<file path="src/design/uart_ctrl_defines.vh">
// Purpose: register offsets, field positions, codes and timing counts for the serial control block
// Assumes: 8-bit register bus, three address lines
// Notes: definitions only
`ifndef UART_CTRL_DEFINES_VH
`define UART_CTRL_DEFINES_VH

// register offsets on the three address lines
`define ADDR_DATA      3'h0
`define ADDR_IRQ_EN    3'h1
`define ADDR_IDENT     3'h2
`define ADDR_MODEM_CTL 3'h4
`define ADDR_LINE_STAT 3'h5
`define ADDR_MODEM_STS 3'h6
`define ADDR_SCRATCH   3'h7

// interrupt enable fields
`define IE_RX_DATA  0
`define IE_TX_EMPTY 1
`define IE_LINE     2
`define IE_MODEM    3
`define IE_MASK     8'h0F

// fifo control fields
`define FC_ENABLE   0
`define FC_RX_FLUSH 1
`define FC_TX_FLUSH 2
`define FC_DMA_MODE 3
`define FC_TRIG_LO  6
`define FC_TRIG_HI  7

// rx trigger levels in bytes
`define TRIG_LVL0 5'h01
`define TRIG_LVL1 5'h04
`define TRIG_LVL2 5'h08
`define TRIG_LVL3 5'h0E

// modem control fields
`define MC_DTR  0
`define MC_RTS  1
`define MC_USER_OUTPUT_1 2
`define MC_USER_OUTPUT_2 3
`define MC_LOOP 4
`define MC_MASK 8'h1F

// identification codes, bits 3:0
`define ID_NONE    4'h1
`define ID_LINE    4'h6
`define ID_RX_DATA 4'h4
`define ID_TIMEOUT 4'hC
`define ID_TX_MT   4'h2
`define ID_MODEM   4'h0

// reset values
`define RST_IRQ_EN    8'h00
`define RST_MODEM_CTL 8'h00
`define RST_SCRATCH   8'h00

// receive timeout: character times, 16x ticks per bit
`define TIMEOUT_CHARS 4
`define TICKS_PER_BIT 16

`endif

</file>
<file path="src/design/uart_irq_fifo_modem_ctrl.v">
// Purpose: interrupt enables, scratch, fifo control, modem control/status and rx timeout of a serial element
// Assumes: all inputs synchronous to mclk; rd_stb/wr_stb one-cycle pulses per access
// Notes: shift registers, divisor and line-status error logic sit outside and meet this block at plain ports
// Summary of operation
// RULE1: enable bits 0-3 gate rx data, tx empty, line status, modem interrupts.
// RULE2: all enables clear keeps interrupt low, ident idle; status keeps updating.
// RULE3: interrupt enable bits 4-7 always read zero.
// RULE4: scratch register stores and returns any byte, affecting nothing else.
// RULE5: fifo control is write-only, shares address with read-only identification.
// RULE6: bit 0 enables both fifos; clearing it empties them.
// RULE7: other fifo control bits ignored unless bit 0 is set in that write.
// RULE8: bit 1 flushes rx fifo, self-clears, shift register untouched.
// RULE9: bit 2 flushes tx fifo the same way.
// RULE10: bit 3 with fifos on selects dma request mode 1.
// RULE11: bits 7:6 pick rx trigger of 1, 4, 8 or 14 bytes.
// RULE12: modem control bits 0-3 drive dtr, rts, user_output_1, user_output_2 pins inverted.
// RULE13: loopback holds serial out high, feeds tx to rx, loops modem lines.
// RULE14: in loopback modem interrupts come from modem control bits 0-3.
// RULE15: modem control bits 5-7 always read zero.
// RULE16: change flags set on input transitions, all cleared by status read.
// RULE17: flags for cts, dsr, carrier on any change; ring only on->off.
// RULE18: any change flag set raises a modem status interrupt condition.
// RULE19: status bits 4-7 show inverted inputs, or control bits in loopback.
// RULE20: rx timeout after 4 idle character times with data, fifo and enable.
// RULE21: reading an rx character clears timeout and restarts its counter.
// RULE22: rx data interrupt follows fill level at or above trigger.
// RULE23: enables all zero: no trigger or timeout shown, fifos still buffer.
// RULE24: identification bits 7:6 read one while fifos enabled.
// RULE25: timeout shows as 1100 at second priority, cleared by rx read.
// RULE26: interrupt output high whenever an enabled condition is pending.
// RULE27: reset clears enables, fifo control, modem control and change flags.
`timescale 1ns/1ps
`include "uart_ctrl_defines.vh"

// synchronous fifo with registered flags and registered head word
module sync_fifo #(
  parameter WIDTH = 8,
  parameter DEPTH = 16,
  parameter AW = 4
) (
  input wire mclk,
  input wire sys_rst,
  input wire flush,
  input wire [AW:0] cap,
  input wire in_valid,
  output reg in_ready,
  input wire [WIDTH-1:0] in_data,
  output reg out_valid,
  input wire out_ready,
  output reg [WIDTH-1:0] out_data,
  output reg [AW:0] count
);
  reg [WIDTH-1:0] mem [0:DEPTH-1];
  reg [AW-1:0] wr_ptr_q;
  reg [AW-1:0] rd_ptr_q;
  wire push = in_valid & in_ready;
  wire pop = out_valid & out_ready;
  wire [AW-1:0] rd_next = pop ? rd_ptr_q + 1'b1 : rd_ptr_q;
  wire [AW:0] count_d = count + {{AW{1'b0}}, push} - {{AW{1'b0}}, pop};

  // storage; no reset needed on the array
  always @(posedge mclk) begin
    if (push) begin
      mem[wr_ptr_q] <= in_data;
    end
  end

  // pointers, count and registered flags; cap shrinks depth for single-character mode
  always @(posedge mclk) begin
    if (sys_rst || flush) begin
      wr_ptr_q <= {AW{1'b0}};
      rd_ptr_q <= {AW{1'b0}};
      count <= {(AW+1){1'b0}};
      in_ready <= 1'b0;
      out_valid <= 1'b0;
      out_data <= {WIDTH{1'b0}};
    end else begin
      if (push) begin
        wr_ptr_q <= wr_ptr_q + 1'b1;
      end
      rd_ptr_q <= rd_next;
      count <= count_d;
      in_ready <= (count_d < cap);
      out_valid <= (count_d != {(AW+1){1'b0}});
      // new head is the word just written when the fifo drains to it
      if (push && (wr_ptr_q == rd_next)) begin
        out_data <= in_data;
      end else begin
        out_data <= mem[rd_next];
      end
    end
  end
endmodule // sync_fifo

module uart_irq_fifo_modem_ctrl #(
  parameter FIFO_DEPTH = 16,
  parameter FIFO_AW = 4
) (
  input wire mclk,
  input wire sys_rst,
  input wire chip_sel,
  input wire [2:0] reg_addr,
  input wire wr_stb,
  input wire rd_stb,
  input wire [7:0] wr_data,
  output reg [7:0] rd_data,
  output reg irq_out,
  output reg rx_dma_request_n,
  output reg tx_dma_request_n,
  output reg dtr_n,
  output reg rts_n,
  output reg user_output_1_n,
  output reg user_output_2_n,
  input wire cts_n,
  input wire dsr_n,
  input wire ring_n,
  input wire carrier_detect_in_n,
  output reg serial_tx_pin,
  input wire serial_rx_pin,
  input wire tx_shift_out,
  output reg rx_serial_in,
  input wire rx_tick16,
  input wire [3:0] char_bits,
  input wire line_err_pending,
  input wire rx_char_valid,
  input wire [7:0] rx_char_data,
  output wire rx_char_ready,
  output wire tx_char_valid,
  output wire [7:0] tx_char_data,
  input wire tx_char_ready
);
  localparam [FIFO_AW:0] CAP_FULL = FIFO_DEPTH;
  localparam [FIFO_AW:0] CAP_ONE = 1;

  reg [3:0] irq_en_q;
  reg [7:0] scratch_q;
  reg fifo_en_q;
  reg dma_mode_q;
  reg [1:0] trig_sel_q;
  reg [4:0] mctl_q;
  reg [3:0] mstat_q;
  reg [3:0] mstat_prev_q;
  reg [3:0] chg_q;
  reg thre_pend_q;
  reg tx_empty_prev_q;
  reg [9:0] to_cnt_q;
  reg to_pend_q;
  reg rx_m1_act_q;
  reg [3:0] ident_d;
  reg [4:0] trig_lvl;
  reg [7:0] rd_mux;

  wire rd_acc = chip_sel & rd_stb;
  wire wr_acc = chip_sel & wr_stb;
  wire fcr_wr = wr_acc & (reg_addr == `ADDR_IDENT);
  wire fcr_on = wr_data[`FC_ENABLE];
  // clearing the enable empties both; other bits only count with enable set
  wire rx_flush = fcr_wr & (~fcr_on | wr_data[`FC_RX_FLUSH]); // see RULE6 see RULE8
  wire tx_flush = fcr_wr & (~fcr_on | wr_data[`FC_TX_FLUSH]); // see RULE9
  wire [FIFO_AW:0] cap = fifo_en_q ? CAP_FULL : CAP_ONE;

  wire [7:0] rx_head;
  wire rx_has;
  wire [FIFO_AW:0] rx_count;
  wire tx_in_ready;
  wire [FIFO_AW:0] tx_count;
  wire rx_pop = rd_acc & (reg_addr == `ADDR_DATA) & rx_has;
  wire rx_push = rx_char_valid & rx_char_ready;
  wire tx_push = wr_acc & (reg_addr == `ADDR_DATA);
  wire tx_empty = (tx_count == {(FIFO_AW+1){1'b0}});
  wire tx_full = ~tx_in_ready;

  // receive path buffer; rx_char_ready is its registered ready, stalls the receiver
  sync_fifo #(.WIDTH(8), .DEPTH(FIFO_DEPTH), .AW(FIFO_AW)) rx_fifo (
    .mclk(mclk),
    .sys_rst(sys_rst),
    .flush(rx_flush),
    .cap(cap),
    .in_valid(rx_char_valid),
    .in_ready(rx_char_ready),
    .in_data(rx_char_data),
    .out_valid(rx_has),
    .out_ready(rx_pop),
    .out_data(rx_head),
    .count(rx_count)
  );

  // transmit path buffer; writes while full are dropped as on the real holding register
  sync_fifo #(.WIDTH(8), .DEPTH(FIFO_DEPTH), .AW(FIFO_AW)) tx_fifo (
    .mclk(mclk),
    .sys_rst(sys_rst),
    .flush(tx_flush),
    .cap(cap),
    .in_valid(tx_push),
    .in_ready(tx_in_ready),
    .in_data(wr_data),
    .out_valid(tx_char_valid),
    .out_ready(tx_char_ready),
    .out_data(tx_char_data),
    .count(tx_count)
  );

  // trigger level decode
  always @* begin
    case (trig_sel_q)
      2'b00: trig_lvl = `TRIG_LVL0; // see RULE11
      2'b01: trig_lvl = `TRIG_LVL1;
      2'b10: trig_lvl = `TRIG_LVL2;
      2'b11: trig_lvl = `TRIG_LVL3;
      default: trig_lvl = `TRIG_LVL0;
    endcase
  end

  // pending conditions, each gated by its enable
  wire rx_trig_hit = fifo_en_q ? (rx_count >= trig_lvl) : rx_has;
  wire line_irq = irq_en_q[`IE_LINE] & line_err_pending; // see RULE1
  wire rda_irq = irq_en_q[`IE_RX_DATA] & rx_trig_hit; // see RULE22 see RULE23
  wire to_irq = irq_en_q[`IE_RX_DATA] & fifo_en_q & to_pend_q; // see RULE20 see RULE23
  wire thre_irq = irq_en_q[`IE_TX_EMPTY] & thre_pend_q;
  wire ms_irq = irq_en_q[`IE_MODEM] & (chg_q != 4'h0); // see RULE18 see RULE14

  // identification priority: line, rx data/timeout, tx empty, modem
  always @* begin
    if (line_irq) begin
      ident_d = `ID_LINE;
    end else if (rda_irq) begin
      ident_d = `ID_RX_DATA;
    end else if (to_irq) begin
      ident_d = `ID_TIMEOUT; // see RULE25
    end else if (thre_irq) begin
      ident_d = `ID_TX_MT;
    end else if (ms_irq) begin
      ident_d = `ID_MODEM;
    end else begin
      ident_d = `ID_NONE; // see RULE2
    end
  end

  // modem line sources: pins inverted, or control bits when looped back
  wire loop = mctl_q[`MC_LOOP];
  wire [3:0] mstat_src = loop ? {mctl_q[`MC_USER_OUTPUT_2], mctl_q[`MC_USER_OUTPUT_1], mctl_q[`MC_DTR], mctl_q[`MC_RTS]} // see RULE13
                              : {~carrier_detect_in_n, ~ring_n, ~dsr_n, ~cts_n}; // see RULE19
  wire [3:0] chg_set = {mstat_q[3] ^ mstat_prev_q[3],
                        ~mstat_q[2] & mstat_prev_q[2],
                        mstat_q[1] ^ mstat_prev_q[1],
                        mstat_q[0] ^ mstat_prev_q[0]}; // see RULE17
  wire msr_rd = rd_acc & (reg_addr == `ADDR_MODEM_STS);

  // read data mux; reserved bits read zero
  always @* begin
    case (reg_addr)
      `ADDR_DATA: rd_mux = rx_head;
      `ADDR_IRQ_EN: rd_mux = {4'h0, irq_en_q}; // see RULE3
      `ADDR_IDENT: rd_mux = {fifo_en_q, fifo_en_q, 2'b00, ident_d}; // see RULE5 see RULE24
      `ADDR_MODEM_CTL: rd_mux = {3'b000, mctl_q}; // see RULE15
      `ADDR_LINE_STAT: rd_mux = {1'b0, tx_empty, tx_empty, 4'h0, rx_has};
      `ADDR_MODEM_STS: rd_mux = {mstat_q, chg_q};
      `ADDR_SCRATCH: rd_mux = scratch_q; // see RULE4
      default: rd_mux = 8'h00;
    endcase
  end

  // software-written registers
  always @(posedge mclk) begin
    if (sys_rst) begin
      irq_en_q <= 4'h0; // see RULE27
      scratch_q <= `RST_SCRATCH;
      fifo_en_q <= 1'b0;
      dma_mode_q <= 1'b0;
      trig_sel_q <= 2'b00;
      mctl_q <= 5'h00;
    end else if (wr_acc) begin
      case (reg_addr)
        `ADDR_IRQ_EN: irq_en_q <= wr_data[3:0];
        `ADDR_SCRATCH: scratch_q <= wr_data;
        `ADDR_MODEM_CTL: mctl_q <= wr_data[4:0];
        `ADDR_IDENT: begin
          fifo_en_q <= fcr_on; // see RULE6
          if (fcr_on) begin // see RULE7
            dma_mode_q <= wr_data[`FC_DMA_MODE];
            trig_sel_q <= wr_data[`FC_TRIG_HI:`FC_TRIG_LO];
          end
        end
        default: scratch_q <= scratch_q;
      endcase
    end
  end

  // modem status sampling and sticky change flags; a new change beats the read clear
  always @(posedge mclk) begin
    if (sys_rst) begin
      mstat_q <= 4'h0;
      mstat_prev_q <= 4'h0;
      chg_q <= 4'h0; // see RULE27
    end else begin
      mstat_q <= mstat_src;
      mstat_prev_q <= mstat_q;
      chg_q <= (msr_rd ? 4'h0 : chg_q) | chg_set; // see RULE16
    end
  end

  // tx empty interrupt: set on going empty or on enabling while empty
  always @(posedge mclk) begin
    if (sys_rst) begin
      thre_pend_q <= 1'b0;
      tx_empty_prev_q <= 1'b1;
    end else begin
      tx_empty_prev_q <= tx_empty;
      if ((tx_empty & ~tx_empty_prev_q) ||
          (wr_acc && reg_addr == `ADDR_IRQ_EN && wr_data[`IE_TX_EMPTY] && !irq_en_q[`IE_TX_EMPTY] && tx_empty)) begin
        thre_pend_q <= 1'b1;
      end else if (tx_push || (rd_acc && reg_addr == `ADDR_IDENT && ident_d == `ID_TX_MT)) begin
        thre_pend_q <= 1'b0;
      end
    end
  end

  // rx timeout counts 16x ticks; restarted by arrivals, reads or an empty fifo
  localparam [9:0] TO_SCALE = `TIMEOUT_CHARS * `TICKS_PER_BIT;
  wire [9:0] to_limit = TO_SCALE * {6'h00, char_bits}; // see RULE20
  always @(posedge mclk) begin
    if (sys_rst) begin
      to_cnt_q <= 10'h000;
      to_pend_q <= 1'b0;
    end else if (!fifo_en_q || !rx_has || rx_push || rx_pop || rx_flush) begin
      to_cnt_q <= 10'h000; // see RULE21
      to_pend_q <= 1'b0;
    end else if (rx_tick16) begin
      if (to_cnt_q >= to_limit - 10'h001) begin
        to_pend_q <= 1'b1;
      end else begin
        to_cnt_q <= to_cnt_q + 10'h001;
      end
    end
  end

  // registered outputs: read data, interrupt, pins, dma requests
  always @(posedge mclk) begin
    if (sys_rst) begin
      rd_data <= 8'h00;
      irq_out <= 1'b0;
      dtr_n <= 1'b1;
      rts_n <= 1'b1;
      user_output_1_n <= 1'b1;
      user_output_2_n <= 1'b1;
      serial_tx_pin <= 1'b1;
      rx_serial_in <= 1'b1;
      rx_dma_request_n <= 1'b1;
      tx_dma_request_n <= 1'b1;
      rx_m1_act_q <= 1'b0;
    end else begin
      if (rd_acc) begin
        rd_data <= rd_mux;
      end
      irq_out <= line_irq | rda_irq | to_irq | thre_irq | ms_irq; // see RULE26
      dtr_n <= ~mctl_q[`MC_DTR]; // see RULE12
      rts_n <= ~mctl_q[`MC_RTS];
      user_output_1_n <= ~mctl_q[`MC_USER_OUTPUT_1];
      user_output_2_n <= ~mctl_q[`MC_USER_OUTPUT_2];
      serial_tx_pin <= loop | tx_shift_out; // see RULE13
      rx_serial_in <= loop ? tx_shift_out : serial_rx_pin;
      // mode 1 rx request latches on trigger or timeout, drops once drained
      if (!rx_has) begin
        rx_m1_act_q <= 1'b0;
      end else if (rx_trig_hit || to_pend_q) begin
        rx_m1_act_q <= 1'b1;
      end
      if (fifo_en_q && dma_mode_q) begin // see RULE10
        rx_dma_request_n <= ~rx_m1_act_q;
        tx_dma_request_n <= tx_full;
      end else begin
        rx_dma_request_n <= ~rx_has;
        tx_dma_request_n <= ~tx_empty;
      end
    end
  end
endmodule // uart_irq_fifo_modem_ctrl

</file>
<file path="config.mk">
export PLATFORM = sky130hd
export DESIGN_NAME = uart_irq_fifo_modem_ctrl
export DESIGN_NICKNAME = d
export VERILOG_FILES = /design/src/design/uart_irq_fifo_modem_ctrl.v
export VERILOG_INCLUDE_DIRS = /design/src /design/src/design
export SDC_FILE = /design/constraint.sdc
export NUM_CORES = 1
export LEC_CHECK = 0
export CORE_MARGIN = 1
export CORE_UTILIZATION = 40
export CTS_BUF_LIST = sky130_fd_sc_hd__clkbuf_16
export CTS_CLUSTER_SIZE = 16
export DETAILED_ROUTE_END_ITERATION = 6
export DONT_BUFFER_PORTS = 1
export HOLD_SLACK_MARGIN = 0.06
export PLACE_DENSITY = 0.56
export SYNTH_ARGS = -nofsm -noshare
export SYNTH_HDL_FRONTEND = slang
export SYNTH_SLANG_ARGS = --single-unit
</file>
<file path="constraint.sdc">
create_clock -name mclk -period 9.83 [get_ports mclk]
set_input_delay 1.4745 -clock mclk [delete_from_list [all_inputs] [get_ports mclk]]
set_output_delay 1.4745 -clock mclk [all_outputs]
set_load 0.05 [all_outputs]
</file>
==> flow_metrics.py, run 1 <==
metrics = {
    "run_status": {
        "run_status": "finished, final reports clean",
    },
    "critical_path": {
        "setup.worst_path.class": "input pin to register",
        "path_max_fanout": 20,
        "r2r-end": "rx_fifo.in_ready",
        "crit_arrival_ns": 4.36,
        "worst_setup_path_end_kind": "register",
        "reg2reg_slack_ns": 6.30,
        "required_ns": 10.23,
        "cp-startpoint": "reg_addr[1]",
        "cp-start-kind": "input pin",
        "rr_startpoint": "rx_fifo.out_valid",
        "r2r_cells": 13,
    },
    "power": {
        "ir_drop_mv": 0.123,
        "power_uw": 3720,
        "p_leak_uw": 0.00602,
        "p_per_area_mw_per_mm2": 206,
    },
    "sta": {
        "finalCritPeriodShare_pct": 40.3,
        "tightest_slew_ns": 1.13,
        "period_needed_ns": 3.96,
        "setup_viol": 0,
        "fin_setup_tns_ns": 0,
        "hold_viol": 0,
        "slew_headroom_pct": 24.5,
        "rsz0062_at_grt": "no",
        "fin_worst_skew_ns": 0.0222,
        "worst_slack_ns": 5.87,
        "max_freq_mhz": 253,
        "final_max_slew_viol_count": 0,
    },
    "logic_synthesis": {
        "syn_inst": 1248,
        "synthFlopType": "edfxtp_1",
        "syn-mean-instance-area_um2": 13.1,
        "yosysWarnings": 0,
        "netlist_area_mm2": 0.0163,
        "synth_cell_type_count": 61,
        "yosysTopAreaCellShare_pct": 47.2,
        "synth_edf_count": 256,
        "synth-seq-area-share_pct": 60.7,
        "synth_area_leaders": "edfxtp_1 47%, dfxtp_1 14%, mux2i_1 11%, mux4_2 3.7%, nor2_1 3.0%",
        "ys_ff_latch": 366,
        "yosysTopAreaCell": "edfxtp_1",
        "synthArstFlopShare_pct": 0,
        "synth_nets": 1321,
    },
    "global_routing": {
        "grt_overflow": 0,
        "grt_pass1_wl_mm": 58.2,
        "grt_antenna_before_repair": 0,
        "gr-usage-all-layers_pct": 18.7,
        "first_global_vias": 9652,
        "grt_max_degree": 57,
    },
    "detailed_routing": {
        "viasPerCell": 5.52,
        "drc_errors": 0,
        "avgRoutedWirePerCell_um": 21.3,
        "vias": 9913,
        "drtIter0Drc": 822,
        "drtPass1Iterations": 5,
        "wl_mm": 38.2,
        "ant_nets": 0,
    },
    "layout": {
        "num_antenna_cells": 0,
        "area_growth_pct": 10.9,
        "layout_commonest_cell": "edfxtp_1",
        "drive_gt1_share_pct": 8.65,
        "n_fill_cell": 3561,
        "multi_input_area_mm2": 0.00601,
        "final_cell_mix": "256 x edfxtp_1, 182 x mux2i_1, 130 x nor2_1",
        "register_area_mm2": 0.00989,
        "nets": 1313,
        "finalNonFillerCells": 1796,
    },
    "floorplanning": {
        "core_mm2": 0.0399,
        "pin_count": 65,
        "start_util_pct": 40.8,
        "rows": 73,
        "die_w_um": 204,
        "die_h_um": 204,
        "dieArea_mm2": 0.0416,
    },
    "place": {
        "pre_cts_ws_ns": 5.33,
        "dp_hpwl_mm": 24.7,
        "numPortBuffers": 0,
        "place.gp.congestion": 0.909,
        "dp.cells": 1723,
    },
    "clock_network": {
        "cts_root_buffer": "clkbuf_16",
        "cts_sinks": 366,
        "cts_tree": "built",
        "clock_latency_ns": 0.55,
        "clockBufferDepth": 3,
        "post_cts_buffers": 0,
        "cts_made_buffers": 40,
        "htreeDepth": 2,
        "cts-resized-gates": 0,
        "hold_buffers": 0,
        "path_clk_slew_ns": 0.06,
    },
    "hold_path": {
        "hold_path.class": "register to register",
        "min_path_cells": 1,
        "hp-start": "mctl_q[0]",
        "hold-path-endpoint": "dtr_n",
    },
    "flow_run": {
        "drv_cap": 0,
    },
}
-- cells by family after synthesis --
| logic type | synth area share [%] |
|---|---|
| flops | 60.7 |
| simple gates | 8.47 |
| mux | 14.9 |
| compound gates | 8.15 |
| buf+inv | 2.66 |
| xor+xnor | 2.36 |
| fa+ha+maj | 2.78 |
-- flip-flops by register name, summed over array words and instances, names as in the netlist, 5 cells and up --
register / cells
to_cnt_q: 10
rx_fifo.count: 5
rx_fifo.out_data: 8
tx_fifo.out_data: 8
scratch_q: 8
rx_fifo.mem: 128
tx_fifo.count: 5
mctl_q: 5
tx_fifo.mem: 128
rd_data: 8
-- cell usage after synthesis (5+ instances only) --
cell type,n
a21oi_1,42
nand2_1,43
nand2b_1,14
edfxtp_1,256
o311ai_0,14
a222oi_1,7
or3_1,19
mux2i_1,182
o21bai_1,8
and2_1,5
nor3_1,27
o32ai_1,6
ha_1,33
mux4_2,27
inv_1,35
nor2_1,130
dfxtp_1,110
buf_1,14
a22oi_1,5
nand4_1,5
xnor2_1,27
a21o_1,9
a211oi_1,8
nor2b_1,9
o22ai_1,59
nand3_1,19
a31oi_1,10
xor2_1,15
clkbuf_1,35
buf_2,16
o21ai_0,15
and3_1,5
-- how the worst max path moves through the flow --
stage	end
after global routing	rx_fifo.in_ready
final	rx_fifo.in_ready
after global placement	rx_fifo.in_ready
after floorplan	rx_fifo.in_ready
after detailed placement	rx_fifo.in_ready
after CTS	rx_fifo.in_ready
-- metal layers --
layer | part of all wire (%) | global-route usage, % | vias up
li1 | - | - | 4698
met1 | 46 | 26.5 | 4897
met2 | 46 | 29.3 | 261
met3 | 6.1 | 3.27 | 57
met4 | 2.1 | 5.59 | 0
met5 | 0 | 0 | -
-- layout make-up --
type	count	share of cell area (%)
Multi-Input combinational cell	778	33.2
Timing Repair Buffer	19	0.789
Inverter	35	0.727
Sequential cell	366	54.7
Clock buffer	42	5.81
Tap cell	525	3.63
Clock inverter	31	1.08
-- power breakdown --
group | internal [uW] | switching [uW]
Sequential | 1700 | 92.9
Clock | 824 | 597
Combinational | 234 | 274
Total | 2760 | 964
-- through the flow --
step	util (%)	hold WS, ns	area [um^2]
final	45.3	0.467	18100
after CTS	45.3	0.477	18100
after floorplan	-	0.395	16300
after global routing	45.3	0.505	18100
after detailed placement	42.2	0.465	16800
after global placement	42.2	0.455	16800
-- critical path, cell delays in order --
cell      delay (ns)
or4b_1          0.71
nor2_4          0.26
ha_1            0.16
inv_1           0.04
ha_1            0.21
fa_1            0.40
a21o_1          0.18
a21oi_1         0.17
xnor2_1         0.19
inv_1           0.07
ha_1            0.27
a21boi_0        0.17
nor3_1          0.06
Note: power is estimated with default switching activity, not from simulation.
==> inputs of run 2 (changes only) <==
- ABC_AREA: default -> 1
- clock period: 9.83 -> 3.7 ns (I/O delays scaled with it)
==> run 2 against run 1 <==
  * First-iteration DRC count shrank 10%
  * Global-route usage grew 0.73 points
  * Flip-flop and latch count did not move
  * Wire length is 3.0% higher
  * Setup slack worse by 5.0 ns
  * Synthesized cell count grew 29%
  * Clock skew down 0.0097 ns
  * Cell area shrank 1.1%
  * Clock power grew to 2.8 times the previous value
  * Utilization is 0.27 points lower
  * Sequential power grew to 2.6 times the previous value
  * Critical endpoint is now tx_fifo.in_ready
  * Largest cell class unchanged
==> flow_metrics.py, run 2 <==
metrics = {
    "critical_path": {
        "reg2reg_slack_ns": 0.89,
        "setup.worst_path.class": "register to register",
        "path_max_fanout": 5,
        "crit_arrival_ns": 3.26,
        "r2r_cells": 13,
        "worst_setup_path_end_kind": "register",
        "cp-start-kind": "register",
        "required_ns": 4.15,
    },
    "floorplanning": {
        "die_h_um": 203,
        "pin_count": 65,
        "dieArea_mm2": 0.0412,
        "start_util_pct": 40.6,
        "rows": 73,
        "core_mm2": 0.0397,
        "die_w_um": 203,
    },
    "place": {
        "numPortBuffers": 0,
        "place_area_mm2": 0.0166,
        "dp.cells": 2087,
        "place.gp.congestion": 0.848,
        "dp_hpwl_mm": 24.8,
    },
    "power": {
        "power_uw": 10100,
        "ir_drop_mv": 0.399,
        "p_leak_uw": 0.00681,
        "p_per_area_mw_per_mm2": 562,
    },
    "logic_synthesis": {
        "synth_most_common_cell": "edfxtp_1",
        "synthArstFlopShare_pct": 0,
        "synth_common_cells": "256 x edfxtp_1, 216 x nand2_1, 197 x nor2_1",
        "syn-mean-instance-area_um2": 10.0,
        "synth_edf_count": 256,
        "synth_area_leaders": "edfxtp_1 48%, dfxtp_1 14%, nand3_1 5.4%, nand2_1 5.0%, nor2_1 4.6%",
        "netlist_area_mm2": 0.0161,
        "synth-seq-area-share_pct": 61.2,
        "syn_inst": 1612,
        "yosysTopAreaCell": "edfxtp_1",
        "synth_cell_type_count": 46,
        "yosysWarnings": 0,
        "synth_nets": 1685,
        "yosysTopAreaCellShare_pct": 47.6,
        "synthFlopType": "edfxtp_1",
        "ys_ff_latch": 366,
    },
    "sta": {
        "rsz0062_at_grt": "no",
        "max_freq_mhz": 356,
        "finalCritPeriodShare_pct": 76.0,
        "tightest_slew_ns": 0.989,
        "slew_headroom_pct": 33.8,
        "period_needed_ns": 2.81,
        "holdWs_ns": 0.0824,
        "hold_viol": 0,
        "fin_setup_tns_ns": 0,
        "fin_worst_skew_ns": 0.0125,
        "setup_viol": 0,
        "final_max_slew_viol_count": 0,
    },
    "layout": {
        "n_fill_cell": 3751,
        "final_cell_mix": "256 x edfxtp_1, 216 x nand2_1, 197 x nor2_1",
        "reg_top3": "rx_fifo.mem (128), tx_fifo.mem (128), to_cnt_q (10)",
        "drive_gt1_share_pct": 6.25,
        "design_area_mm2": 0.0179,
        "finalNonFillerCells": 2157,
        "layout_commonest_cell": "edfxtp_1",
        "nets": 1676,
        "num_antenna_cells": 0,
        "area_growth_pct": 10.8,
    },
    "hold_path": {
        "min_path_cells": 1,
        "hold_path.class": "input pin to register",
    },
    "clock_network": {
        "cts_tree": "built",
        "hold_buffers": 0,
        "path_clk_slew_ns": 0.06,
        "cts_made_buffers": 39,
        "htreeDepth": 2,
        "cts_root_buffer": "clkbuf_16",
        "clock_latency_ns": 0.55,
        "cts_sinks": 366,
        "cts-resized-gates": 0,
        "post_cts_buffers": 0,
        "clockBufferDepth": 3,
    },
    "run_status": {
        "run_status": "finished, final reports clean",
    },
    "global_routing": {
        "grt_max_degree": 86,
        "first_global_vias": 10800,
        "gr-usage-all-layers_pct": 19.4,
        "grt_antenna_before_repair": 0,
        "grt_pass1_wl_mm": 62.3,
        "grt_overflow": 0,
    },
    "detailed_routing": {
        "viasPerCell": 5.15,
        "wl_mm": 39.3,
        "drtIter0Drc": 737,
        "avgRoutedWirePerCell_um": 18.2,
        "ant_nets": 0,
        "vias": 11100,
        "drc_errors": 0,
        "drtPass1Iterations": 5,
    },
    "flow_run": {
        "drv_cap": 0,
    },
}
run 2: changes by cell type after synthesis, sizes merged, moves of 18 or more:
cell    previous run  this run
o22ai             59        10
mux2i            182         0
mux4              27         0
inv               35       185
nor2             131       205
o21ai             15       120
xnor2             27         9
or3               19         0
a21oi             42        76
nand2             43       229
nand3b             3        57
nand3             19       175
run 2: final timing paths:
check,startpoint,to
setup / recovery,tx_fifo.out_valid,tx_fifo.in_ready
hold / removal,sys_rst,rd_data[4]
setup reg to reg,tx_fifo.out_valid,tx_fifo.in_ready
hold reg to reg,mstat_prev_q[2],chg_q[2]
run 2: area by class of cell:
type	count	area, um^2	area share (%)
sequential	366	9890	55.3
inverter	191	718	4.02
tap	525	657	3.67
clock inverter	29	267	1.49
multi-input combinational	990	5190	29.0
clock buffer	41	1030	5.74
timing repair buffer	15	138	0.769
run 2: kinds of logic (layout without fill, tap and decap cells):
family / Yosys count / after routing / share of synthesized area [%]
compound gates: 252 / 252 / 8.69
xor+xnor: 15 / 15 / 0.814
fa+ha+maj: 35 / 35 / 2.81
buf+inv: 256 / 276 / 6.64
flops: 366 / 366 / 61.2
simple gates: 688 / 688 / 19.8
run 2: layer usage:
| metal | part of all wire (%) | wire [um] | up-vias | GRT usage [%] |
|---|---|---|---|---|
| met5 | 0 | 0 | - | 0 |
| met4 | 2.2 | 854 | 0 | 4.89 |
| met3 | 5.1 | 1990 | 64 | 2.87 |
| met2 | 46 | 18200 | 266 | 31.3 |
| met1 | 46 | 18200 | 5308 | 27.4 |
| li1 | - | - | 5471 | - |
run 2: power breakdown:
part / switching, uW / internal [uW]
sequential: 214 / 4520
clock: 1590 / 2350
combinational: 907 / 463
run 2: worst max-delay path: stages (launching register included):
cell and delay [ns]:
dfxtp_1 0.29, buf_4 0.18, nand2_1 0.13, inv_2 0.07, ha_1 0.28, inv_1 0.04, ha_1 0.22, fa_1 0.42
a21oi_1 0.17, o21bai_1 0.09, xnor2_1 0.25, inv_1 0.09, ha_1 0.28, a211oi_1 0.23
run 2: through the flow:
step	setup slack (ns)	utilization [%]
after floorplan	0.866	-
after global placement	0.920	41.8
after detailed placement	0.803	41.8
after CTS	0.893	45.0
after global routing	0.655	45.0
final	0.888	45.0
